==> config.mk <==
export PLATFORM = sky130hd
export DESIGN_NAME = fepa_ctrl
export DESIGN_NICKNAME = d
export VERILOG_FILES = /design/src/common/fepa_pkg.sv /design/src/common/fepa_cyc_if.sv /design/src/rtl/fepa_bus_cycle.sv /design/src/rtl/fepa_ctrl.sv
export VERILOG_INCLUDE_DIRS = /design/src /design/src/common
export SDC_FILE = /design/constraint.sdc
export NUM_CORES = 1
export LEC_CHECK = 0
export BUFFER_PORTS_ARGS = -buffer_cell sky130_fd_sc_hd__buf_2
export CAP_MARGIN = 40
export CORE_ASPECT_RATIO = 0.75
export CORE_MARGIN = 3
export CORE_UTILIZATION = 43
export CTS_CLUSTER_DIAMETER = 60
export DETAILED_ROUTE_END_ITERATION = 7
export RECOVER_POWER = 100
export SLEW_MARGIN = 20
export SYNTH_ARGS = -nofsm -noshare
export SYNTH_HDL_FRONTEND = slang
export SYNTH_SLANG_ARGS = --single-unit
export TNS_END_PERCENT = 20
==> constraint.sdc <==
create_clock -name clk_sys -period 6.94 [get_ports clk_sys]
set_input_delay 0.694 -clock clk_sys [delete_from_list [all_inputs] [get_ports clk_sys]]
set_output_delay 0.694 -clock clk_sys [all_outputs]
set_load 0.03 [all_outputs]
==> src/common/fepa_regs.svh <==
// Constants for the flash erase and program sequencer: commands, limits and timings.
`ifndef FEPA_REGS_SVH
`define FEPA_REGS_SVH

`define FEPA_CLK_MHZ      100
`define FEPA_AW           15
`define FEPA_FIRST_ADDR   15'h0000
`define FEPA_LAST_ADDR    15'h7fff

`define FEPA_CMD_READ     8'h00
`define FEPA_CMD_ERASE    8'h20
`define FEPA_CMD_EVERIFY  8'ha0
`define FEPA_CMD_PROGRAM  8'h40
`define FEPA_CMD_PVERIFY  8'hc0
`define FEPA_CMD_RESET    8'hff
`define FEPA_PRE_DATA     8'h00
`define FEPA_ERASED_DATA  8'hff

`define FEPA_MAX_PULSES   5'h19
`define FEPA_MAX_ERASES   10'h3e8

// Minimum times in their own units; cycle counts round up to whole clock periods.
`define FEPA_T_PROG_NS    9500
`define FEPA_T_ERASE_US   9500
`define FEPA_T_WHGL_NS    6000
`define FEPA_T_VPH_NS     1000
`define FEPA_T_ELWL_NS    20
`define FEPA_T_WP_NS      60
`define FEPA_T_DH_NS      10
`define FEPA_T_WPH_NS     20
`define FEPA_T_ACC_NS     150
`define FEPA_CYC(t_ns)    ((((t_ns) * `FEPA_CLK_MHZ) + 999) / 1000)
`define FEPA_ERASE_CYC    (`FEPA_T_ERASE_US * `FEPA_CLK_MHZ)

`endif

==> src/common/fepa_pkg.sv <==
// Types shared by the flash erase and program sequencer.
package fepa_pkg;

  typedef enum logic [4:0] {
    ST_IDLE   = 5'h00,
    ST_VPP    = 5'h01,
    ST_PSET   = 5'h02,
    ST_PLOAD  = 5'h03,
    ST_PWAIT  = 5'h04,
    ST_PVCMD  = 5'h05,
    ST_PGL    = 5'h06,
    ST_PREAD  = 5'h07,
    ST_ESET   = 5'h08,
    ST_ESTART = 5'h09,
    ST_EWAIT  = 5'h0a,
    ST_EVCMD  = 5'h0b,
    ST_EGL    = 5'h0c,
    ST_EREAD  = 5'h0d,
    ST_ABT1   = 5'h0e,
    ST_ABT2   = 5'h0f,
    ST_FIN    = 5'h10
  } fepa_state_type;

  typedef enum logic [2:0] {
    PH_IDLE  = 3'h0,
    PH_LEAD  = 3'h1,
    PH_PULSE = 3'h2,
    PH_HOLD  = 3'h3,
    PH_READ  = 3'h4,
    PH_GAP   = 3'h5
  } fepa_phase_type;

endpackage

==> src/common/fepa_cyc_if.sv <==
// Request and answer of one flash bus cycle between sequencer and pin driver.
`timescale 1ns/10ps
interface fepa_cyc_if;
  logic        req;
  logic        wr;
  logic [14:0] addr;
  logic [7:0]  wdata;
  logic        ack;
  logic [7:0]  rdata;

  modport master (output req, output wr, output addr, output wdata, input ack, input rdata);
  modport slave  (input req, input wr, input addr, input wdata, output ack, output rdata);
endinterface

==> src/rtl/fepa_bus_cycle.sv <==
// Pin driver that runs one timed write or read cycle on the flash bus.
`timescale 1ns/10ps
`include "fepa_regs.svh"
module fepa_bus_cycle (
  input  wire logic        clk_sys,
  input  wire logic        rstn,
  fepa_cyc_if.slave        cyc,
  output logic [14:0]      flash_addr,
  input  wire logic [7:0]  flash_dq_in,
  output logic [7:0]       flash_dq_out,
  output logic             flash_dq_oe,
  output logic             flash_ce_n,
  output logic             flash_oe_n,
  output logic             flash_we_n
);
  localparam logic [7:0] LEAD_CYC = 8'(`FEPA_CYC(`FEPA_T_ELWL_NS));
  localparam logic [7:0] WP_CYC   = 8'(`FEPA_CYC(`FEPA_T_WP_NS));
  localparam logic [7:0] DH_CYC   = 8'(`FEPA_CYC(`FEPA_T_DH_NS));
  localparam logic [7:0] WPH_CYC  = 8'(`FEPA_CYC(`FEPA_T_WPH_NS));
  // Two extra cycles cover the synchroniser on the data pins.
  localparam logic [7:0] ACC_CYC  = 8'(`FEPA_CYC(`FEPA_T_ACC_NS) + 2);

  fepa_pkg::fepa_phase_type phase;
  logic [7:0]               cnt;
  logic [7:0]               dq_meta;
  logic [7:0]               dq_sync;

  always_ff @(posedge clk_sys or negedge rstn) begin
    if (!rstn) begin
      dq_meta <= 8'h00;
      dq_sync <= 8'h00;
    end else begin
      dq_meta <= flash_dq_in;
      dq_sync <= dq_meta;
    end
  end

  always_ff @(posedge clk_sys or negedge rstn) begin
    if (!rstn) begin
      phase        <= fepa_pkg::PH_IDLE;
      cnt          <= 8'h00;
      flash_addr   <= 15'h0000;
      flash_dq_out <= 8'h00;
      flash_dq_oe  <= 1'b0;
      flash_ce_n   <= 1'b1;
      flash_oe_n   <= 1'b1;
      flash_we_n   <= 1'b1;
      cyc.ack      <= 1'b0;
      cyc.rdata    <= 8'h00;
    end else begin
      cyc.ack <= 1'b0;
      case (phase)
        fepa_pkg::PH_IDLE: begin
          if (cyc.req && !cyc.ack) begin
            flash_addr <= cyc.addr;
            flash_ce_n <= 1'b0;
            if (cyc.wr) begin
              flash_dq_out <= cyc.wdata;
              flash_dq_oe  <= 1'b1;
              cnt          <= LEAD_CYC - 8'h01;
              phase        <= fepa_pkg::PH_LEAD;
            end else begin
              flash_oe_n <= 1'b0;
              cnt        <= ACC_CYC - 8'h01;
              phase      <= fepa_pkg::PH_READ;
            end
          end
        end
        fepa_pkg::PH_LEAD: begin
          cnt <= cnt - 8'h01;
          if (cnt == 8'h00) begin
            flash_we_n <= 1'b0;
            cnt        <= WP_CYC - 8'h01;
            phase      <= fepa_pkg::PH_PULSE;
          end
        end
        fepa_pkg::PH_PULSE: begin
          cnt <= cnt - 8'h01;
          if (cnt == 8'h00) begin
            flash_we_n <= 1'b1;
            cnt        <= DH_CYC - 8'h01;
            phase      <= fepa_pkg::PH_HOLD;
          end
        end
        fepa_pkg::PH_HOLD: begin
          cnt <= cnt - 8'h01;
          if (cnt == 8'h00) begin
            flash_dq_oe <= 1'b0;
            flash_ce_n  <= 1'b1;
            cnt         <= WPH_CYC - 8'h01;
            phase       <= fepa_pkg::PH_GAP;
          end
        end
        fepa_pkg::PH_READ: begin
          cnt <= cnt - 8'h01;
          if (cnt == 8'h00) begin
            cyc.rdata  <= dq_sync;
            flash_oe_n <= 1'b1;
            flash_ce_n <= 1'b1;
            cnt        <= WPH_CYC - 8'h01;
            phase      <= fepa_pkg::PH_GAP;
          end
        end
        fepa_pkg::PH_GAP: begin
          cnt <= cnt - 8'h01;
          if (cnt == 8'h00) begin
            cyc.ack <= 1'b1;
            phase   <= fepa_pkg::PH_IDLE;
          end
        end
        default: phase <= fepa_pkg::PH_IDLE;
      endcase
    end
  end
endmodule

==> src/rtl/fepa_ctrl.sv <==
// Flash erase and program sequencer that drives a command-register flash over its pins.
//
// Notes on behaviour
// - Before erasing, program every byte to 00h with the byte-program loop.
// - Write 20h to prepare erase; a second 20h write starts it.
// - Erase verify is set up by writing 0A0h with the byte address.
// - After erase-verify set-up, read once; byte is erased only if it reads 0FFh.
// - Walk erase verify up from 0000h to last address or first failure.
// - On verify failure keep the address, erase again, resume from that address.
// - Program a byte with repeated 10us pulses, each verified, until one passes.
// - At most 25 program operations per byte; then that byte has failed.
// - Write 40h to prepare programming; next write gives address and data.
// - Write 0C0h for program verify, then read once and compare with intent.
// - Wait at least 9.5us after program start before the verify command.
// - Wait at least 9.5ms after erase start before the verify command.
// - Abort by writing 0FFh twice, then a valid command such as read.
`timescale 1ns/10ps
`include "fepa_regs.svh"
module fepa_ctrl #(
  parameter int unsigned ERASE_WAIT_CYC = `FEPA_ERASE_CYC
) (
  input  wire logic        clk_sys,
  input  wire logic        rstn,
  input  wire logic        start_erase,
  input  wire logic        start_program,
  input  wire logic [14:0] prog_addr,
  input  wire logic [7:0]  prog_data,
  input  wire logic        abort,
  output logic             busy,
  output logic             done,
  output logic             fail,
  output logic [14:0]      fail_addr,
  output logic [14:0]      flash_addr,
  input  wire logic [7:0]  flash_dq_in,
  output logic [7:0]       flash_dq_out,
  output logic             flash_dq_oe,
  output logic             flash_ce_n,
  output logic             flash_oe_n,
  output logic             flash_we_n,
  output logic             flash_vpp_en
);
  localparam logic [19:0] VPP_CYC   = 20'(`FEPA_CYC(`FEPA_T_VPH_NS));
  localparam logic [19:0] PROG_CYC  = 20'(`FEPA_CYC(`FEPA_T_PROG_NS));
  localparam logic [19:0] WHGL_CYC  = 20'(`FEPA_CYC(`FEPA_T_WHGL_NS));
  localparam logic [19:0] ERASE_CYC = 20'(ERASE_WAIT_CYC);

  fepa_pkg::fepa_state_type state;
  fepa_pkg::fepa_state_type next_state;
  fepa_cyc_if               cyc ();

  logic        erase_mode;
  logic        abort_pend;
  logic [14:0] addr;
  logic [7:0]  target;
  logic [4:0]  pulse_cnt;
  logic [9:0]  erase_cnt;
  logic [19:0] wait_cnt;
  logic        wait_over;
  logic        prog_ok;
  logic        erase_ok;
  logic        at_last;
  logic        pulses_spent;
  logic        erases_spent;

  assign wait_over    = (wait_cnt == 20'h00000);
  assign at_last      = (addr == `FEPA_LAST_ADDR);
  assign prog_ok      = (cyc.rdata == target);
  assign erase_ok     = (cyc.rdata == `FEPA_ERASED_DATA);
  assign pulses_spent = (pulse_cnt == `FEPA_MAX_PULSES);
  assign erases_spent = (erase_cnt == `FEPA_MAX_ERASES);

  // Bus cycle requests are a pure function of the state, addr and target.
  always_comb begin
    cyc.req   = 1'b1;
    cyc.wr    = 1'b1;
    cyc.addr  = `FEPA_FIRST_ADDR;
    cyc.wdata = `FEPA_CMD_READ;
    case (state)
      fepa_pkg::ST_PSET:   cyc.wdata = `FEPA_CMD_PROGRAM;
      fepa_pkg::ST_PLOAD: begin
        cyc.addr  = addr;
        cyc.wdata = target;
      end
      fepa_pkg::ST_PVCMD:  cyc.wdata = `FEPA_CMD_PVERIFY;
      fepa_pkg::ST_PREAD: begin
        cyc.wr   = 1'b0;
        cyc.addr = addr;
      end
      fepa_pkg::ST_ESET:   cyc.wdata = `FEPA_CMD_ERASE;
      fepa_pkg::ST_ESTART: cyc.wdata = `FEPA_CMD_ERASE;
      fepa_pkg::ST_EVCMD: begin
        cyc.addr  = addr;
        cyc.wdata = `FEPA_CMD_EVERIFY;
      end
      fepa_pkg::ST_EREAD: begin
        cyc.wr   = 1'b0;
        cyc.addr = addr;
      end
      fepa_pkg::ST_ABT1:   cyc.wdata = `FEPA_CMD_RESET;
      fepa_pkg::ST_ABT2:   cyc.wdata = `FEPA_CMD_RESET;
      fepa_pkg::ST_FIN:    cyc.wdata = `FEPA_CMD_READ;
      default:             cyc.req   = 1'b0;
    endcase
  end

  always_comb begin
    next_state = state;
    case (state)
      fepa_pkg::ST_IDLE: begin
        if (start_erase || start_program) begin
          next_state = fepa_pkg::ST_VPP;
        end
      end
      fepa_pkg::ST_VPP:    if (wait_over) next_state = fepa_pkg::ST_PSET;
      fepa_pkg::ST_PSET:   if (cyc.ack) next_state = fepa_pkg::ST_PLOAD;
      fepa_pkg::ST_PLOAD:  if (cyc.ack) next_state = fepa_pkg::ST_PWAIT;
      fepa_pkg::ST_PWAIT:  if (wait_over) next_state = fepa_pkg::ST_PVCMD;
      fepa_pkg::ST_PVCMD:  if (cyc.ack) next_state = fepa_pkg::ST_PGL;
      fepa_pkg::ST_PGL:    if (wait_over) next_state = fepa_pkg::ST_PREAD;
      fepa_pkg::ST_PREAD: begin
        if (cyc.ack) begin
          if (prog_ok) begin
            if (!erase_mode) begin
              next_state = fepa_pkg::ST_FIN;
            end else if (at_last) begin
              next_state = fepa_pkg::ST_ESET;
            end else begin
              next_state = fepa_pkg::ST_PSET;
            end
          end else if (pulses_spent) begin
            next_state = fepa_pkg::ST_FIN;
          end else begin
            next_state = fepa_pkg::ST_PSET;
          end
        end
      end
      fepa_pkg::ST_ESET:   if (cyc.ack) next_state = fepa_pkg::ST_ESTART;
      fepa_pkg::ST_ESTART: if (cyc.ack) next_state = fepa_pkg::ST_EWAIT;
      fepa_pkg::ST_EWAIT:  if (wait_over) next_state = fepa_pkg::ST_EVCMD;
      fepa_pkg::ST_EVCMD:  if (cyc.ack) next_state = fepa_pkg::ST_EGL;
      fepa_pkg::ST_EGL:    if (wait_over) next_state = fepa_pkg::ST_EREAD;
      fepa_pkg::ST_EREAD: begin
        if (cyc.ack) begin
          if (erase_ok) begin
            next_state = at_last ? fepa_pkg::ST_FIN : fepa_pkg::ST_EVCMD;
          end else begin
            next_state = erases_spent ? fepa_pkg::ST_FIN : fepa_pkg::ST_ESET;
          end
        end
      end
      fepa_pkg::ST_ABT1:   if (cyc.ack) next_state = fepa_pkg::ST_ABT2;
      fepa_pkg::ST_ABT2:   if (cyc.ack) next_state = fepa_pkg::ST_FIN;
      fepa_pkg::ST_FIN:    if (cyc.ack) next_state = fepa_pkg::ST_IDLE;
      default:             next_state = fepa_pkg::ST_IDLE;
    endcase
    // An abort never cuts a bus cycle short; it waits for the cycle to finish.
    if (abort_pend && (!cyc.req || cyc.ack) && state != fepa_pkg::ST_IDLE &&
        state != fepa_pkg::ST_ABT1 && state != fepa_pkg::ST_ABT2 &&
        state != fepa_pkg::ST_FIN) begin
      next_state = fepa_pkg::ST_ABT1;
    end
  end

  always_ff @(posedge clk_sys or negedge rstn) begin
    if (!rstn) begin
      state <= fepa_pkg::ST_IDLE;
    end else begin
      state <= next_state;
    end
  end

  // Each timed state loads its length on entry and leaves when the count is spent, or at once when an abort is pending.
  always_ff @(posedge clk_sys or negedge rstn) begin
    if (!rstn) begin
      wait_cnt <= 20'h00000;
    end else if (next_state != state) begin
      case (next_state)
        fepa_pkg::ST_VPP:   wait_cnt <= VPP_CYC - 20'h00001;
        fepa_pkg::ST_PWAIT: wait_cnt <= PROG_CYC - 20'h00001;
        fepa_pkg::ST_PGL:   wait_cnt <= WHGL_CYC - 20'h00001;
        fepa_pkg::ST_EWAIT: wait_cnt <= ERASE_CYC - 20'h00001;
        fepa_pkg::ST_EGL:   wait_cnt <= WHGL_CYC - 20'h00001;
        default:            wait_cnt <= 20'h00000;
      endcase
    end else if (!wait_over) begin
      wait_cnt <= wait_cnt - 20'h00001;
    end
  end

  always_ff @(posedge clk_sys or negedge rstn) begin
    if (!rstn) begin
      erase_mode <= 1'b0;
      target     <= `FEPA_PRE_DATA;
      addr       <= `FEPA_FIRST_ADDR;
    end else if (state == fepa_pkg::ST_IDLE) begin
      erase_mode <= start_erase;
      target     <= start_erase ? `FEPA_PRE_DATA : prog_data;
      addr       <= start_erase ? `FEPA_FIRST_ADDR : prog_addr;
    end else if (state == fepa_pkg::ST_PREAD && cyc.ack && prog_ok && erase_mode) begin
      addr <= at_last ? `FEPA_FIRST_ADDR : addr + 15'h0001;
    end else if (state == fepa_pkg::ST_EREAD && cyc.ack && erase_ok && !at_last) begin
      addr <= addr + 15'h0001;
    end
  end

  always_ff @(posedge clk_sys or negedge rstn) begin
    if (!rstn) begin
      pulse_cnt <= 5'h00;
    end else if (state == fepa_pkg::ST_IDLE ||
                 (state == fepa_pkg::ST_PREAD && cyc.ack && prog_ok)) begin
      pulse_cnt <= 5'h00;
    end else if (state == fepa_pkg::ST_PLOAD && cyc.ack) begin
      pulse_cnt <= pulse_cnt + 5'h01;
    end
  end

  // Bounds the erase loop, since a worn array may never verify.
  always_ff @(posedge clk_sys or negedge rstn) begin
    if (!rstn) begin
      erase_cnt <= 10'h000;
    end else if (state == fepa_pkg::ST_IDLE) begin
      erase_cnt <= 10'h000;
    end else if (state == fepa_pkg::ST_ESTART && cyc.ack) begin
      erase_cnt <= erase_cnt + 10'h001;
    end
  end

  always_ff @(posedge clk_sys or negedge rstn) begin
    if (!rstn) begin
      abort_pend <= 1'b0;
    end else if (state == fepa_pkg::ST_IDLE || next_state == fepa_pkg::ST_ABT1) begin
      abort_pend <= 1'b0;
    end else if (abort) begin
      abort_pend <= 1'b1;
    end
  end

  always_ff @(posedge clk_sys or negedge rstn) begin
    if (!rstn) begin
      fail      <= 1'b0;
      fail_addr <= 15'h0000;
    end else if (state == fepa_pkg::ST_IDLE && (start_erase || start_program)) begin
      fail <= 1'b0;
    end else if ((state == fepa_pkg::ST_PREAD && cyc.ack && !prog_ok && pulses_spent) ||
                 (state == fepa_pkg::ST_EREAD && cyc.ack && !erase_ok && erases_spent)) begin
      fail      <= 1'b1;
      fail_addr <= addr;
    end
  end

  always_ff @(posedge clk_sys or negedge rstn) begin
    if (!rstn) begin
      busy         <= 1'b0;
      done         <= 1'b0;
      flash_vpp_en <= 1'b0;
    end else begin
      busy         <= (next_state != fepa_pkg::ST_IDLE);
      done         <= (state == fepa_pkg::ST_FIN && cyc.ack);
      flash_vpp_en <= (next_state != fepa_pkg::ST_IDLE);
    end
  end

  fepa_bus_cycle u_bus (
    .clk_sys      (clk_sys),
    .rstn         (rstn),
    .cyc          (cyc.slave),
    .flash_addr   (flash_addr),
    .flash_dq_in  (flash_dq_in),
    .flash_dq_out (flash_dq_out),
    .flash_dq_oe  (flash_dq_oe),
    .flash_ce_n   (flash_ce_n),
    .flash_oe_n   (flash_oe_n),
    .flash_we_n   (flash_we_n)
  );
endmodule

==> results.py, run 1 <==
metrics = {
    "synth": {
        "synthesis.area_um2": 7720,
        "async_reset_ff_share_pct": 100,
        "synth_edf_count": 0,
        "synth_cell_type_count": 82,
        "yosysWarnings": 0,
        "seq_area_frac_synth_pct": 47.4,
        "synthCells": 828,
        "ys_ff_latch": 146,
        "avgSynthCellArea_um2": 9.32,
        "synth_flop_cell": "dfrtp_1",
        "synth_nets": 871,
    },
    "sta": {
        "rsz0062_at_grt": "no",
        "slew_violations": 79,
        "slew_headroom_pct": -169,
        "finalClockSkew_ns": 0.0114,
        "final-setup-viol-count": 0,
        "fmax_ghz": 0.223,
        "min_period_ns": 4.49,
        "worst_pin_slew_ns": 4.04,
        "finalCritPeriodShare_pct": 64.7,
        "tns_ns": 0,
        "timing.final.hold_violations": 0,
    },
    "floorplan": {
        "start_util_pct": 44.9,
        "io_pins": 82,
        "coreArea_um2": 17200,
        "fp-row-count": 41,
        "die_x_um": 161,
        "die-area_um2": 19600,
        "die_h_um": 122,
    },
    "setup_path": {
        "crit_buf_inv": 0,
        "cp.required_ns": 7.28,
        "reg2reg_to": "wait_cnt[3]",
        "end_kind": "flip-flop",
        "crit_chain": "ha_1 -> nand3_1 -> nor4_1 -> o21ai_0 -> mux2_1 -> a211o_1 -> xnor2_2 -> nand4_1 -> nand2b_1 -> o21bai_1",
        "rr_worst_depth": 10,
        "slowest_stage": "nor4_1",
        "crit_arrival_ns": 4.83,
        "critPathMaxStageDelay_ns": 0.97,
        "cp_top_family": "simple AND/OR/NAND/NOR gates",
        "r2r_start": "addr[1]",
        "crit_type": "flip-flop to flip-flop",
        "setup.worst_path.start_class": "flip-flop",
        "crit_start": "addr[1]",
        "rrSetupSlack_ns": 2.45,
        "cp_max_fo": 18,
    },
    "clock_network": {
        "numCtsBuffers": 17,
        "hold_buffers": 0,
        "cts_setup_buffers": 0,
        "clk_pin_slew_ns": 0.07,
        "cts_tree": "built",
        "clock-root-buffer": "clkbuf_16",
        "h-tree-depth": 4,
        "cts.sink_count": 146,
        "clk_latency_ns": 0.43,
        "clk_path_buf_depth": 2,
        "cts_resized": 0,
    },
    "global_route": {
        "grt.busiest_layer": "met1",
        "grtUsageTotal_pct": 20.0,
        "met1_usage_pct": 32.1,
        "grt_max_degree": 79,
        "globalRoute.totalOverflow": 0,
        "grt_pass1_vias": 5747,
        "globalRouteMet3Util_pct": 4.62,
        "grt_pass1_wl_um": 31100,
        "antenna_found_initial": 0,
        "grt_use_met2_pct": 27.2,
    },
    "layout": {
        "drive_gt1_share_pct": 13.5,
        "finish.net_count": 937,
        "insertedDiodeCount": 0,
        "syn2layout_area_growth_pct": 13.4,
        "final_cell_mix": "dfrtp_1 (143), nand2_1 (106), o21ai_0 (85), nor2_1 (78), clkbuf_1 (54)",
        "final_common_cell": "dfrtp_1",
        "final_area_um2": 8750,
    },
    "status": {
        "status": "complete, but fails checks",
        "violations": "capacitance limit, slew limit",
    },
    "placement": {
        "place.gp.congestion": 0.944,
        "dp_hpwl_um": 13700,
        "port_buffers": 81,
        "dpl-instance-area_um2": 8320,
    },
    "detailed_routing": {
        "vias_per_cell": 5.45,
        "num_vias": 6230,
        "drt_first_pass_iters": 5,
        "drtIter0Drc": 710,
        "finalWirelength_um": 19000,
        "wl_per_cell_um": 16.6,
        "route.detailed.drc": 0,
        "antenna_left": 0,
    },
    "power_and_ir_drop": {
        "comb_power_share_pct": 41.9,
        "p_switching_uw": 1700,
        "leakagePower_uw": 0.00371,
        "p_sw_share_pct": 43.0,
        "p_seq_share_pct": 35.8,
        "power.ir.vdd_worst_uv": 153,
        "clockPowerShare_pct": 22.4,
        "internal-power_uw": 2250,
        "power_density_nw_per_um2": 451,
    },
    "min_path": {
        "hold_class": "flip-flop to flip-flop",
        "hold_depth": 0,
        "min_to": "u_bus.dq_sync[3]",
        "min_from": "u_bus.dq_meta[3]",
    },
    "flow_run": {
        "drv_cap": 1,
    },
}
[cells in the mapped netlist, types with 22 or more instances]
master	instances	share of area, %
a21oi_1	47	3.0
clkbuf_1	32	1.6
dfrtp_1	143	46
inv_1	23	1.1
mux2_2	24	3.5
nand2_1	106	5.2
nand3_1	22	1.4
nor2_1	78	3.8
nor3_1	32	2.1
o21ai_0	81	5.3
xnor2_1	25	2.8
[cell type report]
| cell class | count | area (um2) |
|---|---|---|
| Clock inverter | 13 | 126 |
| Multi-Input combinational cell | 615 | 3720 |
| Sequential cell | 146 | 3660 |
| Clock buffer | 19 | 443 |
| Timing Repair Buffer | 91 | 417 |
| Fill cell | 1661 | 8440 |
| Tap cell | 236 | 295 |
| Inverter | 23 | 86.3 |
[layer usage]
| metal | wire length [um] | up-vias |
|---|---|---|
| li1 | - | 3062 |
| met1 | 10000 | 2961 |
| met2 | 7710 | 197 |
| met3 | 1150 | 10 |
| met4 | 96 | 0 |
| met5 | 0 | - |
[how the worst max path moves through the flow]
stage                        to  cells after the start
2_1_floorplan      wait_cnt[10]                     11
3_3_place_gp       wait_cnt[18]                      9
3_5_place_dp        wait_cnt[3]                      9
4_1_cts             wait_cnt[3]                      9
5_1_grt        u_bus.flash_ce_n                      3
6_report            wait_cnt[3]                     10
[cells by family after synthesis]
| group | count (synthesis) | synth area share (%) |
|---|---|---|
| and+or+nand+nor | 342 | 23.2 |
| AOI/OAI and AO/OA | 202 | 16.5 |
| DFF | 146 | 47.4 |
| buffers and inverters | 67 | 3.62 |
| xor gates and xnor gates | 38 | 4.41 |
| muxes | 26 | 3.76 |
| adders and majority gates | 7 | 1.13 |
[power groups by stage]
stage	combinational [uW]	sequential [uW]	clock [uW]
finish	1650	1410	883
global route	1860	1450	943
CTS	1730	1400	906
detailed placement	1720	1410	0
global placement	1710	1420	0
floorplan	1360	1390	0
[state kept, by name (all words and copies together) (netlist names), 3 cells and up]
register / count
addr: 15
u_bus.dq_sync: 8
erase_cnt: 10
u_bus.cyc.rdata: 8
pulse_cnt: 5
state: 5
fail_addr: 15
u_bus.flash_addr: 15
u_bus.flash_dq_out: 8
u_bus.dq_meta: 8
u_bus.cnt: 8
target: 8
wait_cnt: 20
u_bus.phase: 3
[through the flow]
step	total power (uW)	std cells	hold WS (ns)	setup slack, ns	utilization (%)
2_1_floorplan	2740	828	0.331	4.11	-
3_3_place_gp	3120	1105	0.332	3.33	48.1
3_5_place_dp	3140	1110	0.335	3.39	48.4
4_1_cts	4040	1142	0.311	3.39	51.7
5_1_grt	4260	1143	0.352	1.86	50.9
6_report	3940	1143	0.348	2.45	50.9
(Power assumes the default switching activity.)
==> run 2: changes to the inputs <==
Clock period 6.94 ns to 4.4 ns, I/O delays scaled along.
==> run 2 against run 1 <==
Net effect:
- the run still ends with capacitance limit, slew limit left
- clock power is 77% higher
- sequential share of layout area is 0.48 points lower
- routed wire length is 0.97% higher
- die area stayed put
- total power is 63% higher
- critical path depth is 1 lower
- combinational power is 62% higher
- sequential power is 56% higher
- global-route usage is 0.39 points higher
- first-iteration DRC count is 23% lower
- critical path type unchanged
==> results.py, run 2 (synthesis gave the netlist of run 1 again) <==
metrics = {
    "clock_network": {
        "h-tree-depth": 4,
        "clock-root-buffer": "clkbuf_16",
        "clk_latency_ns": 0.43,
        "clk_path_buf_depth": 2,
        "cts_tree": "built",
        "cts.sink_count": 146,
        "cts_setup_buffers": 0,
        "numCtsBuffers": 17,
        "cts_resized": 0,
        "clk_pin_slew_ns": 0.06,
        "hold_buffers": 0,
    },
    "min_path": {
        "hold_class": "input port to flip-flop",
    },
    "detailed_routing": {
        "drt_first_pass_iters": 5,
        "antenna_left": 0,
        "num_vias": 6229,
        "drtIter0Drc": 545,
        "wl_per_cell_um": 16.7,
        "route.detailed.drc": 0,
        "vias_per_cell": 5.43,
        "finalWirelength_um": 19200,
    },
    "floorplan": {
        "fp-row-count": 41,
        "die_h_um": 122,
        "start_util_pct": 44.9,
        "die-area_um2": 19600,
        "die_x_um": 161,
        "coreArea_um2": 17200,
        "io_pins": 82,
    },
    "global_route": {
        "grtUsageTotal_pct": 20.4,
        "antenna_found_initial": 0,
        "grt_max_degree": 83,
        "grt_pass1_vias": 5900,
        "grt_pass1_wl_um": 31600,
        "globalRoute.totalOverflow": 0,
    },
    "power_and_ir_drop": {
        "power.ir.vdd_worst_uv": 327,
        "clockPowerShare_pct": 24.2,
        "p_switching_uw": 2710,
        "p_seq_share_pct": 34.2,
        "comb_power_share_pct": 41.6,
        "p_sw_share_pct": 42.1,
        "internal-power_uw": 3730,
        "leakagePower_uw": 0.00377,
        "power_density_nw_per_um2": 727,
    },
    "sta": {
        "tns_ns": 0,
        "timing.final.hold_violations": 0,
        "min_period_ns": 3.79,
        "fmax_ghz": 0.264,
        "rsz0062_at_grt": "no",
        "slew_headroom_pct": -34.6,
        "final-setup-viol-count": 0,
        "finalCritPeriodShare_pct": 86.2,
        "finalClockSkew_ns": 0.0121,
        "slew_violations": 113,
        "holdWs_ns": 0.112,
        "worst_pin_slew_ns": 2.02,
    },
    "setup_path": {
        "rr_worst_depth": 9,
        "crit_start": "state[1]",
        "cp.required_ns": 4.75,
        "end_kind": "flip-flop",
        "r2r_start": "state[1]",
        "crit_end": "wait_cnt[19]",
        "critPathMaxStageDelay_ns": 0.87,
        "crit_chain": "nand2_1 -> a221oi_1 -> or3_1 -> o21ai_0 -> a211o_1 -> xnor2_2 -> nand4_4 -> nand2b_1 -> o21bai_1",
        "rrSetupSlack_ns": 0.61,
        "cp_top_family": "compound AO/OA/AOI/OAI gates",
        "reg2reg_to": "wait_cnt[19]",
        "setup.worst_path.start_class": "flip-flop",
        "cp_max_fo": 24,
        "crit_type": "flip-flop to flip-flop",
        "crit_arrival_ns": 4.14,
        "crit_buf_inv": 0,
        "slowest_stage": "dfrtp_1",
        "critical_path_cell_count": 9,
    },
    "layout": {
        "nFillCells": 1602,
        "finish.net_count": 942,
        "stdcell_count": 1148,
        "largest_reg_flops": 20,
        "final_cell_mix": "dfrtp_1 (143), nand2_1 (106), o21ai_0 (85), nor2_1 (78), clkbuf_1 (54)",
        "syn2layout_area_growth_pct": 14.7,
        "top_register": "wait_cnt",
        "final_common_cell": "dfrtp_1",
        "final_area_um2": 8850,
        "insertedDiodeCount": 0,
        "drive_gt1_share_pct": 13.9,
    },
    "flow_run": {
        "drv_cap": 2,
    },
    "placement": {
        "dp_hpwl_um": 13700,
        "placed_cells": 1115,
        "place.gp.congestion": 0.910,
        "port_buffers": 81,
        "dpl-instance-area_um2": 8340,
    },
    "status": {
        "status": "complete, but fails checks",
        "violations": "capacitance limit, slew limit",
    },
}
## run 2: worst min-delay path by stage
| stage | end | depth (start not counted) | from |
|---|---|---|---|
| floorplan | abort_pend | 0 | rstn |
| global placement | u_bus.dq_sync[1] | 0 | u_bus.dq_meta[1] |
| detailed placement | u_bus.dq_sync[7] | 0 | u_bus.dq_meta[7] |
| CTS | u_bus.cnt[7] | 1 | rstn |
| global route | u_bus.dq_meta[0] | 1 | flash_dq_in[0] |
| finish | u_bus.dq_meta[0] | 1 | flash_dq_in[0] |
## run 2: per-layer routing
metal  vias to the layer above  global-route usage [%]  wire length, um
met1                      2990                    32.1            10100
met2                       144                    27.6             7810
met4                         0                    5.43              235
met3                        24                    4.79              990
li1                       3071                       -                -
met5                         -                       0                0
## run 2: power groups by stage
stage	logic (uW)	registers, uW	clock network [uW]
detailed placement	2750	2210	0
global route	3020	2270	1660
finish	2680	2200	1560
CTS	2760	2190	1590
floorplan	2140	2180	0
global placement	2720	2210	0
## run 2: final cells by class
cell class                 count  area, um2  share of cell area [%]
clock buffer                  19        433                    4.89
sequential                   146       3660                    41.3
multi-input combinational    615       3740                    42.3
inverter                      23       86.3                   0.975
timing repair buffer          96        435                    4.92
clock inverter                13        200                    2.26
tap                          236        295                    3.34
## run 2: through the flow
step                      utilization [%]  power [uW]  setup WS, ns
after floorplan                         -        4330          1.57
after CTS                            52.2        6540         0.840
after global placement               48.3        4930         0.818
final                                51.5        6440         0.608
after global routing                 51.5        6940         0.247
after detailed placement             48.5        4960         0.856
==> run 3: changes to the inputs <==
--- a/config.mk
+++ b/config.mk
@@ -9,3 +9,3 @@
 export BUFFER_PORTS_ARGS = -buffer_cell sky130_fd_sc_hd__buf_2
-export CAP_MARGIN = 40
+export CAP_MARGIN = 10
 export CORE_ASPECT_RATIO = 0.75
@@ -15,2 +15,3 @@
 export DETAILED_ROUTE_END_ITERATION = 7
+export GPL_ROUTABILITY_DRIVEN = 0
 export RECOVER_POWER = 100
==> constraint.sdc (replaced) <==
create_clock -name clk_sys -period 4.4 [get_ports clk_sys]
set_input_delay 0.88 -clock clk_sys [delete_from_list [all_inputs] [get_ports clk_sys]]
set_output_delay 0.88 -clock clk_sys [all_outputs]
set_load 0.03 [all_outputs]
==> run 3 against run 2 <==
Net effect:
- the flow still finishes with violations (capacitance limit, slew limit)
- first-iteration DRC count is 7.9% higher
- combinational power is essentially flat
- largest power group unchanged
- sequential share of layout area rose by 0.25 points
- clock skew is 0.0038 ns lower
- total power shrank 1.5%
- critical path type unchanged
==> results.py, run 3 (synthesis gave the netlist of run 1 again) <==
metrics = {
    "sta": {
        "slew_violations": 61,
        "fmax_ghz": 0.258,
        "finalCritPeriodShare_pct": 88.1,
        "timing.final.hold_violations": 0,
        "setup_slack_ns": 0.525,
        "worst_pin_slew_ns": 3.30,
        "final-setup-viol-count": 0,
        "finalClockSkew_ns": 0.00833,
        "min_period_ns": 3.87,
        "tns_ns": 0,
        "slew_headroom_pct": -120,
        "rsz0062_at_grt": "no",
    },
    "min_path": {
        "hold_class": "flip-flop to flip-flop",
        "min_from": "u_bus.dq_meta[4]",
    },
    "setup_path": {
        "r2r_start": "state[1]",
        "crit_arrival_ns": 4.22,
        "critPathMaxStageDelay_ns": 0.86,
        "slowest_stage": "dfrtp_1",
        "end_kind": "flip-flop",
        "crit_type": "flip-flop to flip-flop",
        "crit_start": "state[1]",
        "cp_max_fo": 24,
        "setup.worst_path.start_class": "flip-flop",
        "crit_chain": "nor3b_1 -> nand3_1 -> nor2_1 -> a2bb2oi_2 -> o211ai_1 -> o31ai_1 -> nand4_4 -> nand2b_1 -> o21bai_1",
        "cp.required_ns": 4.74,
    },
    "clock_network": {
        "numCtsBuffers": 17,
        "clk_latency_ns": 0.42,
        "cts_setup_buffers": 0,
        "clk_pin_slew_ns": 0.06,
        "clk_path_buf_depth": 2,
        "cts_resized": 0,
        "clock-root-buffer": "clkbuf_16",
        "cts.sink_count": 146,
        "hold_buffers": 0,
        "h-tree-depth": 4,
        "cts_tree": "built",
    },
    "layout": {
        "top_register": "wait_cnt",
        "finish.net_count": 936,
        "drive_gt1_share_pct": 13.7,
        "largest_reg_flops": 20,
        "final_cell_mix": "dfrtp_1 (143), nand2_1 (106), o21ai_0 (85), nor2_1 (78), clkbuf_1 (52)",
        "syn2layout_area_growth_pct": 14.0,
        "final_common_cell": "dfrtp_1",
        "insertedDiodeCount": 0,
    },
    "detailed_routing": {
        "route.detailed.drc": 0,
        "wl_per_cell_um": 17.0,
        "num_vias": 6264,
        "finalWirelength_um": 19400,
        "antenna_left": 0,
        "drtIter0Drc": 588,
        "vias_per_cell": 5.49,
        "drt_first_pass_iters": 6,
    },
    "floorplan": {
        "die_x_um": 161,
        "fp-row-count": 41,
        "die_h_um": 122,
        "die-area_um2": 19600,
        "io_pins": 82,
        "coreArea_um2": 17200,
        "start_util_pct": 44.9,
    },
    "global_route": {
        "grt_pass1_wl_um": 32100,
        "grtUsageTotal_pct": 20.4,
        "grt_pass1_vias": 5950,
        "grt_max_degree": 87,
        "globalRoute.totalOverflow": 0,
        "antenna_found_initial": 0,
    },
    "power_and_ir_drop": {
        "power_density_nw_per_um2": 721,
        "leakagePower_uw": 0.00372,
        "power.ir.vdd_worst_uv": 291,
    },
    "status": {
        "status": "complete, but fails checks",
        "violations": "capacitance limit, slew limit",
    },
    "placement": {
        "dp_hpwl_um": 13700,
        "port_buffers": 81,
        "pre_cts_ws_ns": 0.681,
    },
    "flow_run": {
        "drv_cap": 1,
    },
}
-- run 3: cell count changes in the layout (fill, tap and decap cells not counted), sizes merged --
| cell | change |
|---|---|
| buf | -1 |
| inv | -2 |
| clkdlybuf4s25 | -1 |
| bufinv | -2 |
| clkinv | -3 |
| clkbuf | -2 |
| clkinvlp | +4 |
-- run 3: metrics by stage --
step | utilization, % | instances | total power, uW | hold slack [ns] | area (um2)
4_1_cts | 51.8 | 1141 | 6430 | 0.349 | 8900
5_1_grt | 51.2 | 1141 | 6820 | 0.358 | 8800
3_3_place_gp | 48.4 | 1110 | 4930 | 0.333 | 8310
3_5_place_dp | 48.4 | 1110 | 4960 | 0.335 | 8310
2_1_floorplan | - | 828 | 4330 | 0.331 | 7720
6_report | 51.2 | 1141 | 6340 | 0.349 | 8800
-- run 3: critical path, delay by kind of cell, from the launching register on --
family / cells / cell delay (ns)
simple gates: 5 / 1.18
flops: 1 / 0.86
compound gates: 4 / 1.75
-- run 3: final cells by class --
type | instances | area [um2]
Fill cell | 1622 | 8390
Multi-Input combinational cell | 615 | 3760
Sequential cell | 146 | 3660
Clock buffer | 21 | 460
Timing Repair Buffer | 90 | 415
Tap cell | 236 | 295
Clock inverter | 10 | 128
Inverter | 23 | 86.3
-- run 3: where the power goes --
part           total [uW]  switching, uW  leakage [uW]  internal [uW]
sequential           2210            486       0.00181           1720
clock                1460            593      0.000274            869
combinational        2670           1630       0.00164           1040
total                6340           2710       0.00372           3630
-- run 3: path summary, 6_finish.rpt --
check	end	slack, ns	cells past startpoint
hold reg to reg	u_bus.dq_sync[4]	0.35	0
hold / removal	u_bus.dq_sync[4]	0.35	0
min in group asynchronous	pulse_cnt[3]	1.56	1
max in group asynchronous	u_bus.flash_addr[5]	0.97	1
setup / recovery	wait_cnt[19]	0.53	9
setup reg to reg	wait_cnt[19]	0.53	9
-- run 3: per-layer routing --
metal / wire [um] / vias to the layer above / GRT usage (%)
li1: - / 3049 / -
met1: 9960 / 3008 / 31.4
met5: 0 / - / 0
met3: 1130 / 23 / 4.96
met4: 244 / 0 / 5.96
met2: 8010 / 184 / 28.4
